## src/rcs_pkg.sv

```systemverilog
package rcs_pkg;

  // ****************************************
  // Register map
  // ****************************************
  localparam logic [1:0] ADDR_POWER_CONTROL_STATUS   = 2'h0;
  localparam logic [1:0] ADDR_BROWNOUT_CONTROL = 2'h1;
  localparam logic [1:0] ADDR_STATUS = 2'h2;
  localparam logic [1:0] ADDR_WATCHDOG_CONTROL = 2'h3;

  localparam int POWER_CONTROL_STATUS_OVF   = 7;
  localparam int POWER_CONTROL_STATUS_UNF   = 6;
  localparam int POWER_CONTROL_STATUS_PIN   = 3;
  localparam int POWER_CONTROL_STATUS_RI    = 2;
  localparam int POWER_CONTROL_STATUS_POR   = 1;
  localparam int POWER_CONTROL_STATUS_BOR   = 0;
  localparam int STATUS_TO  = 4;
  localparam int STATUS_PD  = 3;
  localparam int BROWNOUT_CONTROL_EN  = 7;
  localparam int BROWNOUT_CONTROL_RDY = 0;

  localparam logic       BOR_FLAG_RST = 1'h0;
  localparam logic       SWEN_RST     = 1'h1;
  localparam logic [5:0] WATCHDOG_CONTROL_RST   = 6'h16;
  localparam logic [2:0] SYNC_RST     = 3'h1;

  // ****************************************
  // Timing
  // ****************************************
  localparam int CLK_MHZ      = 200;
  localparam int POWERUP_TIMER_MS      = 64;
  localparam int POWERUP_TIMER_CYCLES  = POWERUP_TIMER_MS * 1000 * CLK_MHZ;
  localparam int OST_PERIODS  = 1024;
  localparam int OST_CYCLES   = OST_PERIODS;
  localparam int SHORT_US     = 1;
  localparam int SHORT_CYCLES = SHORT_US * CLK_MHZ;
  localparam int CNT_W        = 24;

  // ****************************************
  // Types
  // ****************************************
  typedef enum logic [1:0] {
    OSC_XTAL   = 2'h0,
    OSC_EXTRC  = 2'h1,
    OSC_EXTCLK = 2'h2,
    OSC_INTOSC = 2'h3
  } rcs_osc_t;

  typedef enum logic [4:0] {
    ST_BOOT  = 5'h01,
    ST_WAIT  = 5'h02,
    ST_HOLD  = 5'h04,
    ST_RUN   = 5'h08,
    ST_SLEEP = 5'h10
  } rcs_state_t;

  typedef enum logic [2:0] {
    T_IDLE   = 3'h1,
    T_POWERUP_TIMER   = 3'h2,
    T_SECOND = 3'h4
  } rcs_tstate_t;

endpackage

```

## src/rcs_timer_if.sv

```systemverilog
`timescale 1ns/1ps
`default_nettype none
interface rcs_timer_if;
  logic             start;
  logic             poweron;
  logic             delay_dis_n;
  rcs_pkg::rcs_osc_t osc_mode;
  logic             done;
  modport ctrl (output start, poweron, delay_dis_n, osc_mode, input done);
  modport tmr  (input start, poweron, delay_dis_n, osc_mode, output done);
endinterface
`default_nettype wire

```

## src/rcs_top.sv

```systemverilog
// The strobed register port and the register offsets were left to the implementer.
`timescale 1ns/1ps
`default_nettype none
module rcs_top #(
  parameter int POWERUP_TIMER_CYCLES = rcs_pkg::POWERUP_TIMER_CYCLES
) (
  input  wire logic              clk,
  input  wire logic              rst_b,
  input  wire logic [1:0]        reg_addr,
  input  wire logic [7:0]        reg_wdata,
  input  wire logic              reg_wr,
  input  wire logic              reg_rd,
  output logic      [7:0]        reg_rdata,
  input  wire logic              ext_reset_pin_b,
  input  wire logic              bor_trip,
  input  wire logic              brownout_ready,
  input  wire logic              stack_overflow_evt,
  input  wire logic              stack_underflow_evt,
  input  wire logic              reset_instr_evt,
  input  wire logic              sleep_enter_evt,
  input  wire logic              wdt_timeout_evt,
  input  wire logic              int_wake_evt,
  input  wire logic              gie,
  input  wire logic              stack_fault_reset_en,
  input  wire logic              powerup_delay_disable_n,
  input  wire rcs_pkg::rcs_osc_t osc_mode,
  output logic                   core_reset,
  output logic                   pc_load_zero,
  output logic                   wake_resume,
  output logic                   wake_vector,
  output logic                   sw_brownout_enable,
  output logic      [4:0]        wdt_period_sel,
  output logic                   wdt_sw_enable
);

  // ****************************************
  // Pin synchronisers
  // ****************************************
  logic [2:0] sync1;
  logic [2:0] sync2;
  logic       pin_prev;
  logic       bor_prev;

  always_ff @(posedge clk) begin
    if (!rst_b) begin
      sync1    <= rcs_pkg::SYNC_RST;
      sync2    <= rcs_pkg::SYNC_RST;
      pin_prev <= 1'b1;
      bor_prev <= 1'b0;
    end else begin
      sync1    <= {brownout_ready, bor_trip, ext_reset_pin_b};
      sync2    <= sync1;
      pin_prev <= sync2[0];
      bor_prev <= sync2[1];
    end
  end

  wire pin_low   = !sync2[0];
  wire pin_fall  = pin_prev && pin_low;
  wire bor_level = sync2[1];
  wire bor_rise  = bor_level && !bor_prev;
  wire bor_rdy   = sync2[2];

  // ****************************************
  // Event qualification and priority
  // ****************************************
  rcs_pkg::rcs_state_t state;
  rcs_pkg::rcs_state_t next_state;
  rcs_timer_if         tif ();

  wire in_boot  = state == rcs_pkg::ST_BOOT;
  wire in_wait  = state == rcs_pkg::ST_WAIT;
  wire in_hold  = state == rcs_pkg::ST_HOLD;
  wire in_run   = state == rcs_pkg::ST_RUN;
  wire in_sleep = state == rcs_pkg::ST_SLEEP;

  wire ev_bor   = bor_rise;
  wire ev_pin   = pin_fall && !bor_level && (in_run || in_sleep);
  wire pin_slp  = ev_pin && in_sleep;
  wire free_run = in_run && !bor_level && !ev_pin;
  wire free_slp = in_sleep && !bor_level && !ev_pin;
  wire ev_wdt   = wdt_timeout_evt && free_run;
  wire ev_wwake = wdt_timeout_evt && free_slp;
  wire ev_iwake = int_wake_evt && free_slp && !wdt_timeout_evt;
  wire ev_wake  = ev_wwake || ev_iwake;
  wire ev_ovf   = stack_overflow_evt && free_run && !ev_wdt;
  wire ev_unf   = stack_underflow_evt && free_run && !ev_wdt;
  wire stk_rst  = (ev_ovf || ev_unf) && stack_fault_reset_en;
  wire ev_ri    = reset_instr_evt && free_run && !ev_wdt && !stk_rst;
  wire ev_sleep = sleep_enter_evt && free_run && !ev_wdt &&
                  !stk_rst && !ev_ri;
  wire soft_rst = ev_pin || ev_wdt || stk_rst || ev_ri;

  // ****************************************
  // Reset and wake sequencer
  // ****************************************
  always_comb begin
    next_state = state;
    case (state)
      rcs_pkg::ST_BOOT: begin
        if (!bor_level)
          next_state = rcs_pkg::ST_WAIT;
      end
      rcs_pkg::ST_WAIT: begin
        if (bor_level)
          next_state = rcs_pkg::ST_BOOT;
        else if (tif.done && pin_low)
          next_state = rcs_pkg::ST_HOLD;
        else if (tif.done)
          next_state = rcs_pkg::ST_RUN;
      end
      rcs_pkg::ST_HOLD: begin
        if (bor_level)
          next_state = rcs_pkg::ST_BOOT;
        else if (!pin_low)
          next_state = rcs_pkg::ST_RUN;
      end
      rcs_pkg::ST_RUN: begin
        if (bor_level)
          next_state = rcs_pkg::ST_BOOT;
        else if (soft_rst)
          next_state = rcs_pkg::ST_HOLD;
        else if (ev_sleep)
          next_state = rcs_pkg::ST_SLEEP;
      end
      rcs_pkg::ST_SLEEP: begin
        if (bor_level)
          next_state = rcs_pkg::ST_BOOT;
        else if (ev_pin)
          next_state = rcs_pkg::ST_HOLD;
        else if (ev_wake)
          next_state = rcs_pkg::ST_WAIT;
      end
      default: next_state = rcs_pkg::ST_BOOT;
    endcase
  end

  logic wake_pend;
  logic wake_int;

  wire wait_done = in_wait && tif.done && !bor_level && !pin_low;
  wire hold_exit = in_hold && !bor_level && !pin_low;
  wire next_zero = (wait_done && !wake_pend) || hold_exit;

  always_ff @(posedge clk) begin
    if (!rst_b) begin
      state        <= rcs_pkg::ST_BOOT;
      wake_pend    <= 1'b0;
      wake_int     <= 1'b0;
      pc_load_zero <= 1'b0;
      wake_resume  <= 1'b0;
      wake_vector  <= 1'b0;
    end else begin
      state        <= next_state;
      wake_pend    <= ev_wake || (wake_pend && !in_boot && !in_hold);
      wake_int     <= ev_wake ? (ev_iwake && gie) : wake_int;
      pc_load_zero <= next_zero;
      wake_resume  <= wait_done && wake_pend;
      wake_vector  <= wait_done && wake_pend && wake_int;
    end
  end

  assign core_reset      = !(in_run || in_sleep);
  assign tif.start       = (in_boot && !bor_level) || ev_wake;
  assign tif.poweron     = in_boot;
  assign tif.delay_dis_n = powerup_delay_disable_n;
  assign tif.osc_mode    = osc_mode;

  rcs_startup_timer #(
    .POWERUP_TIMER_CYCLES (POWERUP_TIMER_CYCLES)
  ) u_timer (
    .clk   (clk),
    .rst_b (rst_b),
    .t     (tif.tmr)
  );

  // ****************************************
  // Reset cause flags
  // ****************************************
  logic ovf, unf, pinf, rif, porf, borf, to_st, pd_st;

  wire       power_control_status_wr = reg_wr && reg_addr == rcs_pkg::ADDR_POWER_CONTROL_STATUS;
  wire [7:0] wd      = reg_wdata;

  wire next_ovf  = ev_ovf ? 1'b1 : ev_bor ? 1'b0 :
                   power_control_status_wr ? wd[rcs_pkg::POWER_CONTROL_STATUS_OVF] : ovf;
  wire next_unf  = ev_unf ? 1'b1 : ev_bor ? 1'b0 :
                   power_control_status_wr ? wd[rcs_pkg::POWER_CONTROL_STATUS_UNF] : unf;
  wire next_pinf = ev_pin ? 1'b0 : ev_bor ? 1'b1 :
                   power_control_status_wr ? wd[rcs_pkg::POWER_CONTROL_STATUS_PIN] : pinf;
  wire next_rif  = ev_ri ? 1'b0 : ev_bor ? 1'b1 :
                   power_control_status_wr ? wd[rcs_pkg::POWER_CONTROL_STATUS_RI] : rif;
  wire next_porf = power_control_status_wr ? wd[rcs_pkg::POWER_CONTROL_STATUS_POR] : porf;
  wire next_borf = ev_bor ? 1'b0 :
                   power_control_status_wr ? wd[rcs_pkg::POWER_CONTROL_STATUS_BOR] : borf;
  wire next_to   = ev_bor ? 1'b1 : (ev_wdt || ev_wwake) ? 1'b0 :
                   (ev_iwake || pin_slp) ? 1'b1 : to_st;
  wire next_pd   = ev_bor ? 1'b1 :
                   (ev_wake || pin_slp || ev_sleep) ? 1'b0 : pd_st;

  // Hardware terms sit ahead of the write in each mux
  always_ff @(posedge clk) begin
    if (!rst_b) begin
      ovf   <= 1'b0;
      unf   <= 1'b0;
      pinf  <= 1'b1;
      rif   <= 1'b1;
      porf  <= 1'b0;
      borf  <= rcs_pkg::BOR_FLAG_RST;
      to_st <= 1'b1;
      pd_st <= 1'b1;
    end else begin
      ovf   <= next_ovf;
      unf   <= next_unf;
      pinf  <= next_pinf;
      rif   <= next_rif;
      porf  <= next_porf;
      borf  <= next_borf;
      to_st <= next_to;
      pd_st <= next_pd;
    end
  end

  // ****************************************
  // Control registers
  // ****************************************
  logic [5:0] watchdog_control;

  always_ff @(posedge clk) begin
    if (!rst_b) begin
      sw_brownout_enable <= rcs_pkg::SWEN_RST;
      watchdog_control             <= rcs_pkg::WATCHDOG_CONTROL_RST;
    end else begin
      if (reg_wr && reg_addr == rcs_pkg::ADDR_BROWNOUT_CONTROL)
        sw_brownout_enable <= wd[rcs_pkg::BROWNOUT_CONTROL_EN];
      if (reg_wr && reg_addr == rcs_pkg::ADDR_WATCHDOG_CONTROL)
        watchdog_control <= wd[5:0];
    end
  end

  assign wdt_period_sel = watchdog_control[5:1];
  assign wdt_sw_enable  = watchdog_control[0];

  // ****************************************
  // Read path
  // ****************************************
  wire [7:0] power_control_status_rd   = {ovf, unf, 2'h0, pinf, rif, porf, borf};
  wire [7:0] status_rd = {3'h0, to_st, pd_st, 3'h0};
  wire [7:0] brownout_control_rd = {sw_brownout_enable, 6'h00, bor_rdy};
  wire [7:0] watchdog_control_rd = {2'h0, watchdog_control};
  wire [7:0] rd_mux    =
    (reg_addr == rcs_pkg::ADDR_POWER_CONTROL_STATUS)   ? power_control_status_rd   :
    (reg_addr == rcs_pkg::ADDR_BROWNOUT_CONTROL) ? brownout_control_rd :
    (reg_addr == rcs_pkg::ADDR_STATUS) ? status_rd : watchdog_control_rd;

  always_ff @(posedge clk) begin
    if (!rst_b)
      reg_rdata <= 8'h00;
    else
      reg_rdata <= reg_rd ? rd_mux : 8'h00;
  end
endmodule
`default_nettype wire

```

## src/rcs_startup_timer.sv

```systemverilog
`timescale 1ns/1ps
`default_nettype none
module rcs_startup_timer #(
  parameter int POWERUP_TIMER_CYCLES = rcs_pkg::POWERUP_TIMER_CYCLES
) (
  input wire logic  clk,
  input wire logic  rst_b,
  rcs_timer_if.tmr  t
);
  localparam int CW      = rcs_pkg::CNT_W;
  localparam int A_SHORT = rcs_pkg::SHORT_CYCLES + 1;
  localparam int A_OST   = rcs_pkg::OST_CYCLES + 1;

  rcs_pkg::rcs_tstate_t phase;
  logic [CW-1:0]        cnt;
  logic [CW-1:0]        sec_q;
  logic                 done;

  // ****************************************
  // Delay selection
  // ****************************************
  wire use_powerup_timer = t.poweron && !t.delay_dis_n;
  wire is_xtal  = t.osc_mode == rcs_pkg::OSC_XTAL;
  wire is_int   = t.osc_mode == rcs_pkg::OSC_INTOSC;
  wire [CW-1:0] powerup_timer_len = use_powerup_timer ? CW'(POWERUP_TIMER_CYCLES) : '0;
  wire [CW-1:0] sec_len  = is_xtal ? CW'(rcs_pkg::OST_CYCLES) :
                           (is_int && !use_powerup_timer) ?
                           CW'(rcs_pkg::SHORT_CYCLES) : '0;
  wire          last     = cnt == CW'(1);
  wire          xtal_go  = t.start && !t.poweron && is_xtal &&
                           phase == rcs_pkg::T_IDLE;

  // Cycle count since a crystal wake started, for the check below
  logic [CW-1:0] xtal_age;
  logic          xtal_wait;

  always_ff @(posedge clk) begin
    if (!rst_b) begin
      xtal_age  <= '0;
      xtal_wait <= 1'b0;
    end else if (xtal_go) begin
      xtal_age  <= CW'(1);
      xtal_wait <= 1'b1;
    end else if (xtal_wait) begin
      xtal_age  <= xtal_age + CW'(1);
      xtal_wait <= !t.done;
    end
  end

  // ****************************************
  // Sequencer: power-up timer, then second stage
  // ****************************************
  always_ff @(posedge clk) begin
    if (!rst_b) begin
      phase <= rcs_pkg::T_IDLE;
      cnt   <= '0;
      sec_q <= '0;
      done  <= 1'b0;
    end else begin
      done <= 1'b0;
      case (phase)
        rcs_pkg::T_IDLE: begin
          if (t.start) begin
            sec_q <= sec_len;
            if (powerup_timer_len != '0) begin
              phase <= rcs_pkg::T_POWERUP_TIMER;
              cnt   <= powerup_timer_len;
            end else if (sec_len != '0) begin
              phase <= rcs_pkg::T_SECOND;
              cnt   <= sec_len;
            end else begin
              done <= 1'b1;
            end
          end
        end
        rcs_pkg::T_POWERUP_TIMER: begin
          cnt <= cnt - CW'(1);
          if (last && sec_q != '0) begin
            phase <= rcs_pkg::T_SECOND;
            cnt   <= sec_q;
          end else if (last) begin
            phase <= rcs_pkg::T_IDLE;
            done  <= 1'b1;
          end
        end
        rcs_pkg::T_SECOND: begin
          cnt <= cnt - CW'(1);
          if (last) begin
            phase <= rcs_pkg::T_IDLE;
            done  <= 1'b1;
          end
        end
        default: phase <= rcs_pkg::T_IDLE;
      endcase
    end
  end

  assign t.done = done;
endmodule
`default_nettype wire

```

## config.mk

```make
export PLATFORM = sky130hd
export DESIGN_NAME = rcs_top
export DESIGN_NICKNAME = d
export VERILOG_FILES = /design/src/rcs_pkg.sv /design/src/rcs_timer_if.sv /design/src/rcs_top.sv /design/src/rcs_startup_timer.sv
export SDC_FILE = /design/constraint.sdc
export NUM_CORES = 1
export LEC_CHECK = 0
export BUFFER_PORTS_ARGS = -buffer_cell sky130_fd_sc_hd__clkbuf_2
export CORE_AREA = 4 4 85 87
export DETAILED_ROUTE_END_ITERATION = 6
export DIE_AREA = 0 0 89 91
export PLACE_DENSITY = 0.81
export SLEW_MARGIN = 20
export SYNTH_ARGS = -nofsm -noshare
export SYNTH_HDL_FRONTEND = slang
export SYNTH_SLANG_ARGS = --single-unit
```

## constraint.sdc

```tcl
create_clock -name clk -period 2.7 [get_ports clk]
set_clock_uncertainty 0.15 [all_clocks]
set_input_delay 0.405 -clock clk [delete_from_list [all_inputs] [get_ports clk]]
set_output_delay 0.405 -clock clk [all_outputs]
set_load 0.05 [all_outputs]
```

* Yosys cells after proc, flatten, opt, wreduce, memory -nomap -nowiden *
Cells that the tools add are included.

operators by class
  add/subtract/negate cells = 1
  eq/ne operators = 20
  multiplexer cells = 50
  bitwise gates (word level) = 2
  reduce and logical (&&, ||, !) cells = 90

operators with widths
  kind                                                count
  2-to-1 mux 24 bit                                   6
  case mux 24 bit (3 select lines)                    1
  nonzero test 24 bit                                 3
  2-to-1 mux 5 bit                                    12
  logical AND 1 bit                                   44
  case mux 5 bit (5 select lines)                     1
  == test 24 x 1 -> 1 bit, second input constant      1
  2-to-1 mux 8 bit                                    3
  subtractor 24 x 1 -> 24 bit, second input constant  1
  2-to-1 mux 1 bit                                    19
  2-to-1 mux 3 bit                                    5
  nonzero test 3 bit                                  5
  zero test 1 bit                                     14
  logical OR 1 bit                                    13
  != test 4 x 2 -> 1 bit, second input constant       3
  case mux 3 bit (3 select lines)                     1
  == test 2 bit, second input constant                3
  2-to-1 mux 6 bit                                    1
  != test 3 bit, second input constant                2
  AND reduction 2 bit                                 3
  == test 5 x 1 -> 1 bit, second input constant       1
  == test 5 x 2 -> 1 bit, second input constant       1
  == test 5 x 3 -> 1 bit, second input constant       1
  == test 5 x 4 -> 1 bit, second input constant       1
  15 further kinds                                    18

storage, ports and cells
  register bits after elaboration = 93
  input port bits = 28
  word-level logic and storage cells = 190

* Depth between registers and ports, before layout *
Gate-level depths: netlist of the first run.

  word-level depth = 19
  gate-level depth with buffers = 9
  mapped depth without buffers = 8

* Modules after synthesis *
A second synthesis of the first run with hierarchy kept.

second synthesis, totals
  cell total of the unflattened synthesis = 418
  area total of the unflattened synthesis = 3698.5 um^2

modules (own cells, without submodules)
  module             instances  cells an instance  area an instance (um^2)  seq. area each (um^2)
  rcs_startup_timer  1          216                1900.6                   600.6
  rcs_top            1          202                1798.0                   820.8

* Worst setup path before layout of the first run *
Ideal clock, no wire load.

  kind = reg-to-reg
  start point = register u_timer.cnt[0]
  end point = register u_timer.cnt[8]
  data arrival time = 2088 ps
  slack = 345 ps
  stages on the path, launching flop included = 9
  buffers on the path = 1
  clock period less this slack = 2355 ps
  cell sequence = dfxtp_1 -> inv_1 -> ha_1 -> buf_2 -> or3b_2 -> nor3_1 -> nor3b_1 -> o31ai_1 -> a32o_1

between the ends
  word-level cells in the longest chain between the ends = 4
  elaborated cells on any way between the ends = 5
  those cells by class = 1 x add/sub; 1 x eq/ne; 2 x mux; 1 x reduce/logical

RTL lines
  what                                                                 line                     source
  start, declared                                                      rcs_startup_timer.sv:15  logic [CW-1:0] cnt;
  start signal, assigned                                               rcs_startup_timer.sv:67  cnt <= powerup_timer_len;
  start signal, assigned                                               rcs_startup_timer.sv:70  cnt <= sec_len;
  start signal, assigned                                               rcs_startup_timer.sv:77  cnt <= cnt - CW'(1);
  branches (longest 3 deep; another with subtractor 24 x 1 -> 24 bit)  -
  case mux 24 bit (3 select lines) *                                   rcs_startup_timer.sv:61  case (phase)

Mark *: on every way between the ends.
A chain may end at the register's enable or synchronous reset.

* Worst setup path in the final report of the first run *
  start point = register state[4]
  end point = register u_timer.cnt[23]

between the ends
  word-level cells in the longest chain between the ends = 11
  elaborated cells on any way between the ends = 28
  those cells by class = 5 x eq/ne; 6 x mux; 17 x reduce/logical

RTL lines
  what                                                        line            source
  start, declared                                             rcs_top.sv:67   rcs_pkg::rcs_state_t state;
  start signal, assigned                                      rcs_top.sv:147  state <= rcs_pkg::ST_BOOT;
  start signal, assigned                                      rcs_top.sv:154  state <= next_state;
  branches (longest 11 deep; another with 2-to-1 mux 24 bit)  -

Several ways; the timed one is not identified. The select of a mux whose other input is x is not followed.

==> results of run 1 <==
==> layout make-up <==
type,instances,area share
Tap cell,77,0.02267
Inverter,13,0.01148
Multi-Input combinational cell,349,0.4974
Timing Repair Buffer,65,0.08775
Clock buffer,10,0.03239
Sequential cell,71,0.3345
Clock inverter,5,0.01384
==> synthesized netlist by cell type, drive strengths merged, types with 10 or more instances <==
cell type   n  area [µm²]
a21oi      32       160.2
clkbuf     14       52.55
nor3       22       126.4
dfxtp      71        1421
nand3      27       135.1
nand2      53       198.9
a31oi      17       106.4
nor4       10       83.83
o21ai      20       103.9
and2       13       81.33
nor2       41       153.9
inv        13       48.80
==> registers in the layout, summed over array words and instances, names as in the netlist, 2 cells and up <==
| name | count |
|---|---|
| u_timer.cnt | 24 |
| reg_rdata | 8 |
| watchdog_control | 6 |
| state | 5 |
| sync1 | 3 |
| sync2 | 3 |
| u_timer.phase | 3 |
| u_timer.sec_q | 2 |
==> stage by stage <==
stage                       util  hold slack (ns)  worst slack [ns]  instances  power [mW]
final                     0.6692          0.09540           0.09939        590       3.448
after global routing      0.6692          0.09515           0.03762        590       3.673
after CTS                 0.6692          0.09577            0.1701        590       3.431
after detailed placement  0.6376           0.2626           0.05927        575       2.584
after global placement    0.6376           0.2420            0.1843        575       2.554
after floorplan                -           0.2363            0.3447        455       2.168
==> critical path, stage by stage, from the launching register on <==
cell and delay, ns:
dfxtp_1 0.49, or4b_4 0.55, nor4_4 0.36, a221oi_1 0.16, nand2_1 0.35, a21boi_0 0.30
o22ai_1 0.12
==> power breakdown <==
group / internal, mW / leakage (nW) / switching, mW
Sequential: 1.15 / 0.579 / 0.131
Combinational: 0.536 / 1.06 / 0.775
Clock: 0.446 / 0.0944 / 0.410
==> per-layer routing <==
layer	vias to the layer above	GRT usage	wire, µm
li1	1774	-	-
met1	1744	0.3124	4035
met2	148	0.4041	4803
met3	23	0.05249	697
met4	0	0.08685	201
met5	-	0	0
==> worst max path at each step <==
stage	endpoint	slack [ns]	start
global placement	u_timer.cnt[19]	0.18	u_timer.cnt[0]
CTS	u_timer.cnt[23]	0.17	state[1]
floorplan	u_timer.cnt[8]	0.34	u_timer.cnt[0]
finish	u_timer.cnt[23]	0.1	state[4]
global route	u_timer.cnt[17]	0.04	state[4]
detailed placement	u_timer.cnt[19]	0.06	u_timer.cnt[0]
==> cell usage in the layout, fill, tap and decap left out, types with 2 or more instances in the layout <==
master / n
nand4_1: 3
inv_1: 13
o311ai_0: 2
mux2_2: 2
nor4_1: 8
o32ai_1: 3
a21oi_1: 31
nor3b_1: 4
a211oi_1: 3
clkbuf_8: 10
clkinvlp_4: 2
clkbuf_2: 46
xor2_1: 4
or3b_2: 3
o31ai_1: 4
or4_1: 3
o21bai_1: 2
nand2b_1: 8
dfxtp_1: 71
a32o_1: 2
nor2b_1: 6
o21ai_0: 16
nand3_1: 27
a31oi_1: 17
o22ai_1: 7
and2_1: 12
nor2_1: 41
nand2_1: 53
ha_1: 6
mux2i_1: 4
a21boi_0: 3
buf_4: 19
nand3b_1: 3
and3_1: 4
nor4b_1: 5
o21ai_1: 3
a22oi_1: 5
nor3_1: 20
==> cell families (layout without fill, tap and decap cells) <==
logic type	count (synthesis)	in the layout	synth area share
compound gates	114	114	0.2021
buf+inv	35	93	0.03981
mux	6	6	0.01701
simple gates	218	218	0.3222
flops	71	71	0.3865
xor+xnor	5	5	0.01191
fa+ha+maj	6	6	0.02041
==> results.cfg, run 1 <==
[power]
power_leakage_nw = 1.730
power_density_nw_per_um2 = 811.5
vdd_drop_max_v = 0.0006434

[timing]
worstMarginPinSlew_ns = 0.7861
hold_violations = 0
rsz0062_at_grt = no
finalCriticalPeriod_ns = 2.601
max-slew-margin-rel = 0.4759
setup_viol = 0
max_freq_ghz = 0.3845
tns_ns = 0
final-max-slew-violation-count = 0
period_share = 0.9632

[clocking]
numCtsBuffers = 9
post_cts_buffers = 0
root_buffer = clkbuf_8
path_clk_slew_ns = 0.08
cts-hold-fix-buffers = 0
htreeDepth = 3
cts_tree = yes
clock_latency_ns = 0.36
cts_buffer_depth = 2
clock_sinks = 71
cts_resized = 1

[final_layout]
seqCellArea_um2 = 1421
multi_input_area_um2 = 2113
area.growth.synth_to_final_pct = 15.55
diodes = 0
nFillCells = 540
nNetsFinal = 543
post-route-cell-area_um2 = 4249
layout-drive-gt1-share = 0.1969

[worst_setup_path]
rrSetupSlack_ns = 0.1
r2r_cells = 6
cp-end-kind = flip-flop
cp_max_fo = 10
start_kind = flip-flop
critical_path_class = reg2reg
cp.required_ns = 2.78
r2r-start = state[4]
reg2reg_to = u_timer.cnt[23]
critical_path_arrival_ns = 2.68

[synthesis]
syn_inst = 455
synth_nets = 489
ys_warn_count = 0
synthFlopType = dfxtp_1
syn_area_um2 = 3677
synth-seq-cells = 71
syn_area_per_cell_um2 = 8.082
ys_seq_area_frac = 0.3865
synth_cell_types = 73
synthArstFlopShare = 0
synth-edff-count = 0

[floorplan]
die_h_um = 91
core_um2 = 6350
rows = 29
ioPinCount = 47
dieWidth_um = 89
die_area_um2 = 8099
start_util = 0.5791

[status]
status = finished clean

[placed_design]
place_congestion = 0.9582
dp_hpwl_um = 6821
dpl-instance-area_um2 = 4049
port_buffers = 46

[grt]
grt_overflow = 0
antenna_found_initial = 0
grt_pass1_vias = 3389
grt_usage = 0.2448
grt_max_degree = 31
grt_pass1_wl_um = 15880

[route]
finalWirelength_um = 9738
vias = 3689
viasPerCell = 6.253
wl_per_cell_um = 16.51
drc_errors = 0
antenna_left = 0
first_pass_iters = 7
drt_iter0_markers = 258

[min_path]
hold-path-endpoint = sync1[0]
hold_path_class = in2reg
whs_path_depth = 2
hold_start = ext_reset_pin_b

[flow_run]
max-cap-violations = 0
Note: power is estimated with default switching activity, not from simulation.
==> run 2, diff against run 1 <==
Settings changed: CORE_AREA 4 4 85 87 to 4 4 108 69, DIE_AREA 0 0 89 91 to 0 0 112 73, PLACE_DENSITY 0.81 to 0.82.
==> run 2 against run 1 <==
Final area fell by 0.62%. Critical endpoint is now u_timer.cnt[20]. First-iteration DRC count is 32% higher. Non-clock buffer count decreased by 3. Worst setup slack gained 0.069 ns. Cell count grew 1.2%. Fmax grew 2.7%. Core utilization shrank 1.7 points. Via count hardly changed.
==> results.cfg, run 2 (synthesis results as in run 1) <==
[route]
wl_met2_um = 3975
viasPerCell = 6.178
drt_iter0_markers = 341
vias = 3688
first_pass_iters = 6
route.met3.wl_um = 1172
antenna_left = 0
wl_met1_um = 4534
finalWirelength_um = 9823
drc_errors = 0
top_layer_used = met4
wl_per_cell_um = 16.45

[clocking]
numCtsBuffers = 9
clock_latency_ns = 0.36
clock_sinks = 71
cts_buffer_depth = 2
cts-hold-fix-buffers = 0
root_buffer = clkbuf_8
htreeDepth = 3
path_clk_slew_ns = 0.07
cts_tree = yes

[timing]
hold_violations = 0
tns_ns = 0
max_freq_ghz = 0.3950
max-slew-margin-rel = 0.5419
period_share = 0.9376
rsz0062_at_grt = no
worstMarginPinSlew_ns = 0.6819
final-max-slew-violation-count = 0
setup_viol = 0
finalCriticalPeriod_ns = 2.531

[final_layout]
nNetsFinal = 540
fin_cells = 597
regMostFlops = u_timer.cnt
layout-drive-gt1-share = 0.1902
layout_common_cells = 71 x dfxtp_1, 53 x nand2_1, 46 x clkbuf_2
reg_top3 = u_timer.cnt: 24 flops, reg_rdata: 8 flops, watchdog_control: 6 flops
area.growth.synth_to_final_pct = 14.83
diodes = 0
finalCoreUtilization = 0.6522
largest_reg_flops = 24
final_common_cell = dfxtp_1

[floorplan]
rows = 23
die_area_um2 = 8176
dieWidth_um = 112
ioPinCount = 47
core_um2 = 6475
start_util = 0.5679
die_h_um = 73

[worst_setup_path]
cp.required_ns = 2.80
cp_max_fo = 12
critical_path_class = reg2reg
critical_path_arrival_ns = 2.63
start_kind = flip-flop
cp-end-kind = flip-flop

[power]
power_leakage_nw = 1.720
vdd_drop_max_v = 0.0004223
power_density_nw_per_um2 = 810.9

[min_path]
hold_path_class = in2reg

[grt]
grt_pass1_vias = 3148
grt_max_degree = 31
antenna_found_initial = 0
grt_pass1_wl_um = 15610
grt_overflow = 0
grt_usage = 0.2387

[placed_design]
dp_hpwl_um = 7237
place_inst = 582
place_congestion = 0.9523
port_buffers = 46

[status]
status = finished clean

[flow_run]
max-cap-violations = 0
[run 2: cell count changes in the layout (fill, tap and decap cells not counted), sizes merged]
cell,before,now
buf,19,16
clkinv,2,4
clkinvlp,2,0
[run 2: final cells by class]
| class | instances | area, µm² |
|---|---|---|
| fill | 551 | 2252 |
| multi-input combinational | 349 | 2116 |
| sequential | 71 | 1421 |
| timing repair buffer | 62 | 350.3 |
| clock buffer | 10 | 127.6 |
| tap | 87 | 108.9 |
| clock inverter | 5 | 50.05 |
| inverter | 13 | 48.80 |
[run 2: metrics by stage]
stage          power (mW)  instance area (µm²)  setup slack, ns  hold WS [ns]
6_report            3.424                 4223           0.1685       0.07989
3_5_place_dp        2.580                 4039           0.1939        0.2448
5_1_grt             3.601                 4223          0.03939       0.07134
3_3_place_gp        2.537                 4039           0.2524        0.2473
4_1_cts             3.385                 4217           0.1713       0.07084
2_1_floorplan       2.168                 3677           0.3447        0.2363
[run 2: worst max-delay path: stages (launching register included)]
cell and delay (ns):
dfxtp_1 0.40, nor4_1 0.49, nand4_1 0.22, o21ai_0 0.36
a21oi_1 0.26, buf_4 0.26, a21boi_0 0.18, o22ai_1 0.10
[run 2: worst paths after layout]
check,startpoint,end,slack (ns),cells past startpoint
setup / recovery,u_timer.cnt[15],u_timer.cnt[20],0.17,7
hold / removal,ext_reset_pin_b,sync1[0],0.08,2
setup reg to reg,u_timer.cnt[15],u_timer.cnt[20],0.17,7
hold reg to reg,sync1[0],sync2[0],0.26,1
[run 2: power breakdown]
part | leakage (nW) | switching, mW | internal, mW | total (mW)
registers | 0.579 | 0.152 | 1.15 | 1.30
clock network | 0.0957 | 0.390 | 0.415 | 0.805
logic | 1.05 | 0.794 | 0.523 | 1.32
total | 1.72 | 1.34 | 2.09 | 3.42
[run 2: timing repair]
item                                   4_1_cts  5_1_grt
setup endpoints to repair                    0        1
endpoints found under the hold margin        0        0
setup buffers                                0        0
gates resized for setup                      0        1
[run 2: per-layer routing]
metal,vias up,GRT usage
li1,1760,-
met1,1691,0.3635
met2,216,0.3141
met3,21,0.07208
met4,0,0.08267
met5,-,0
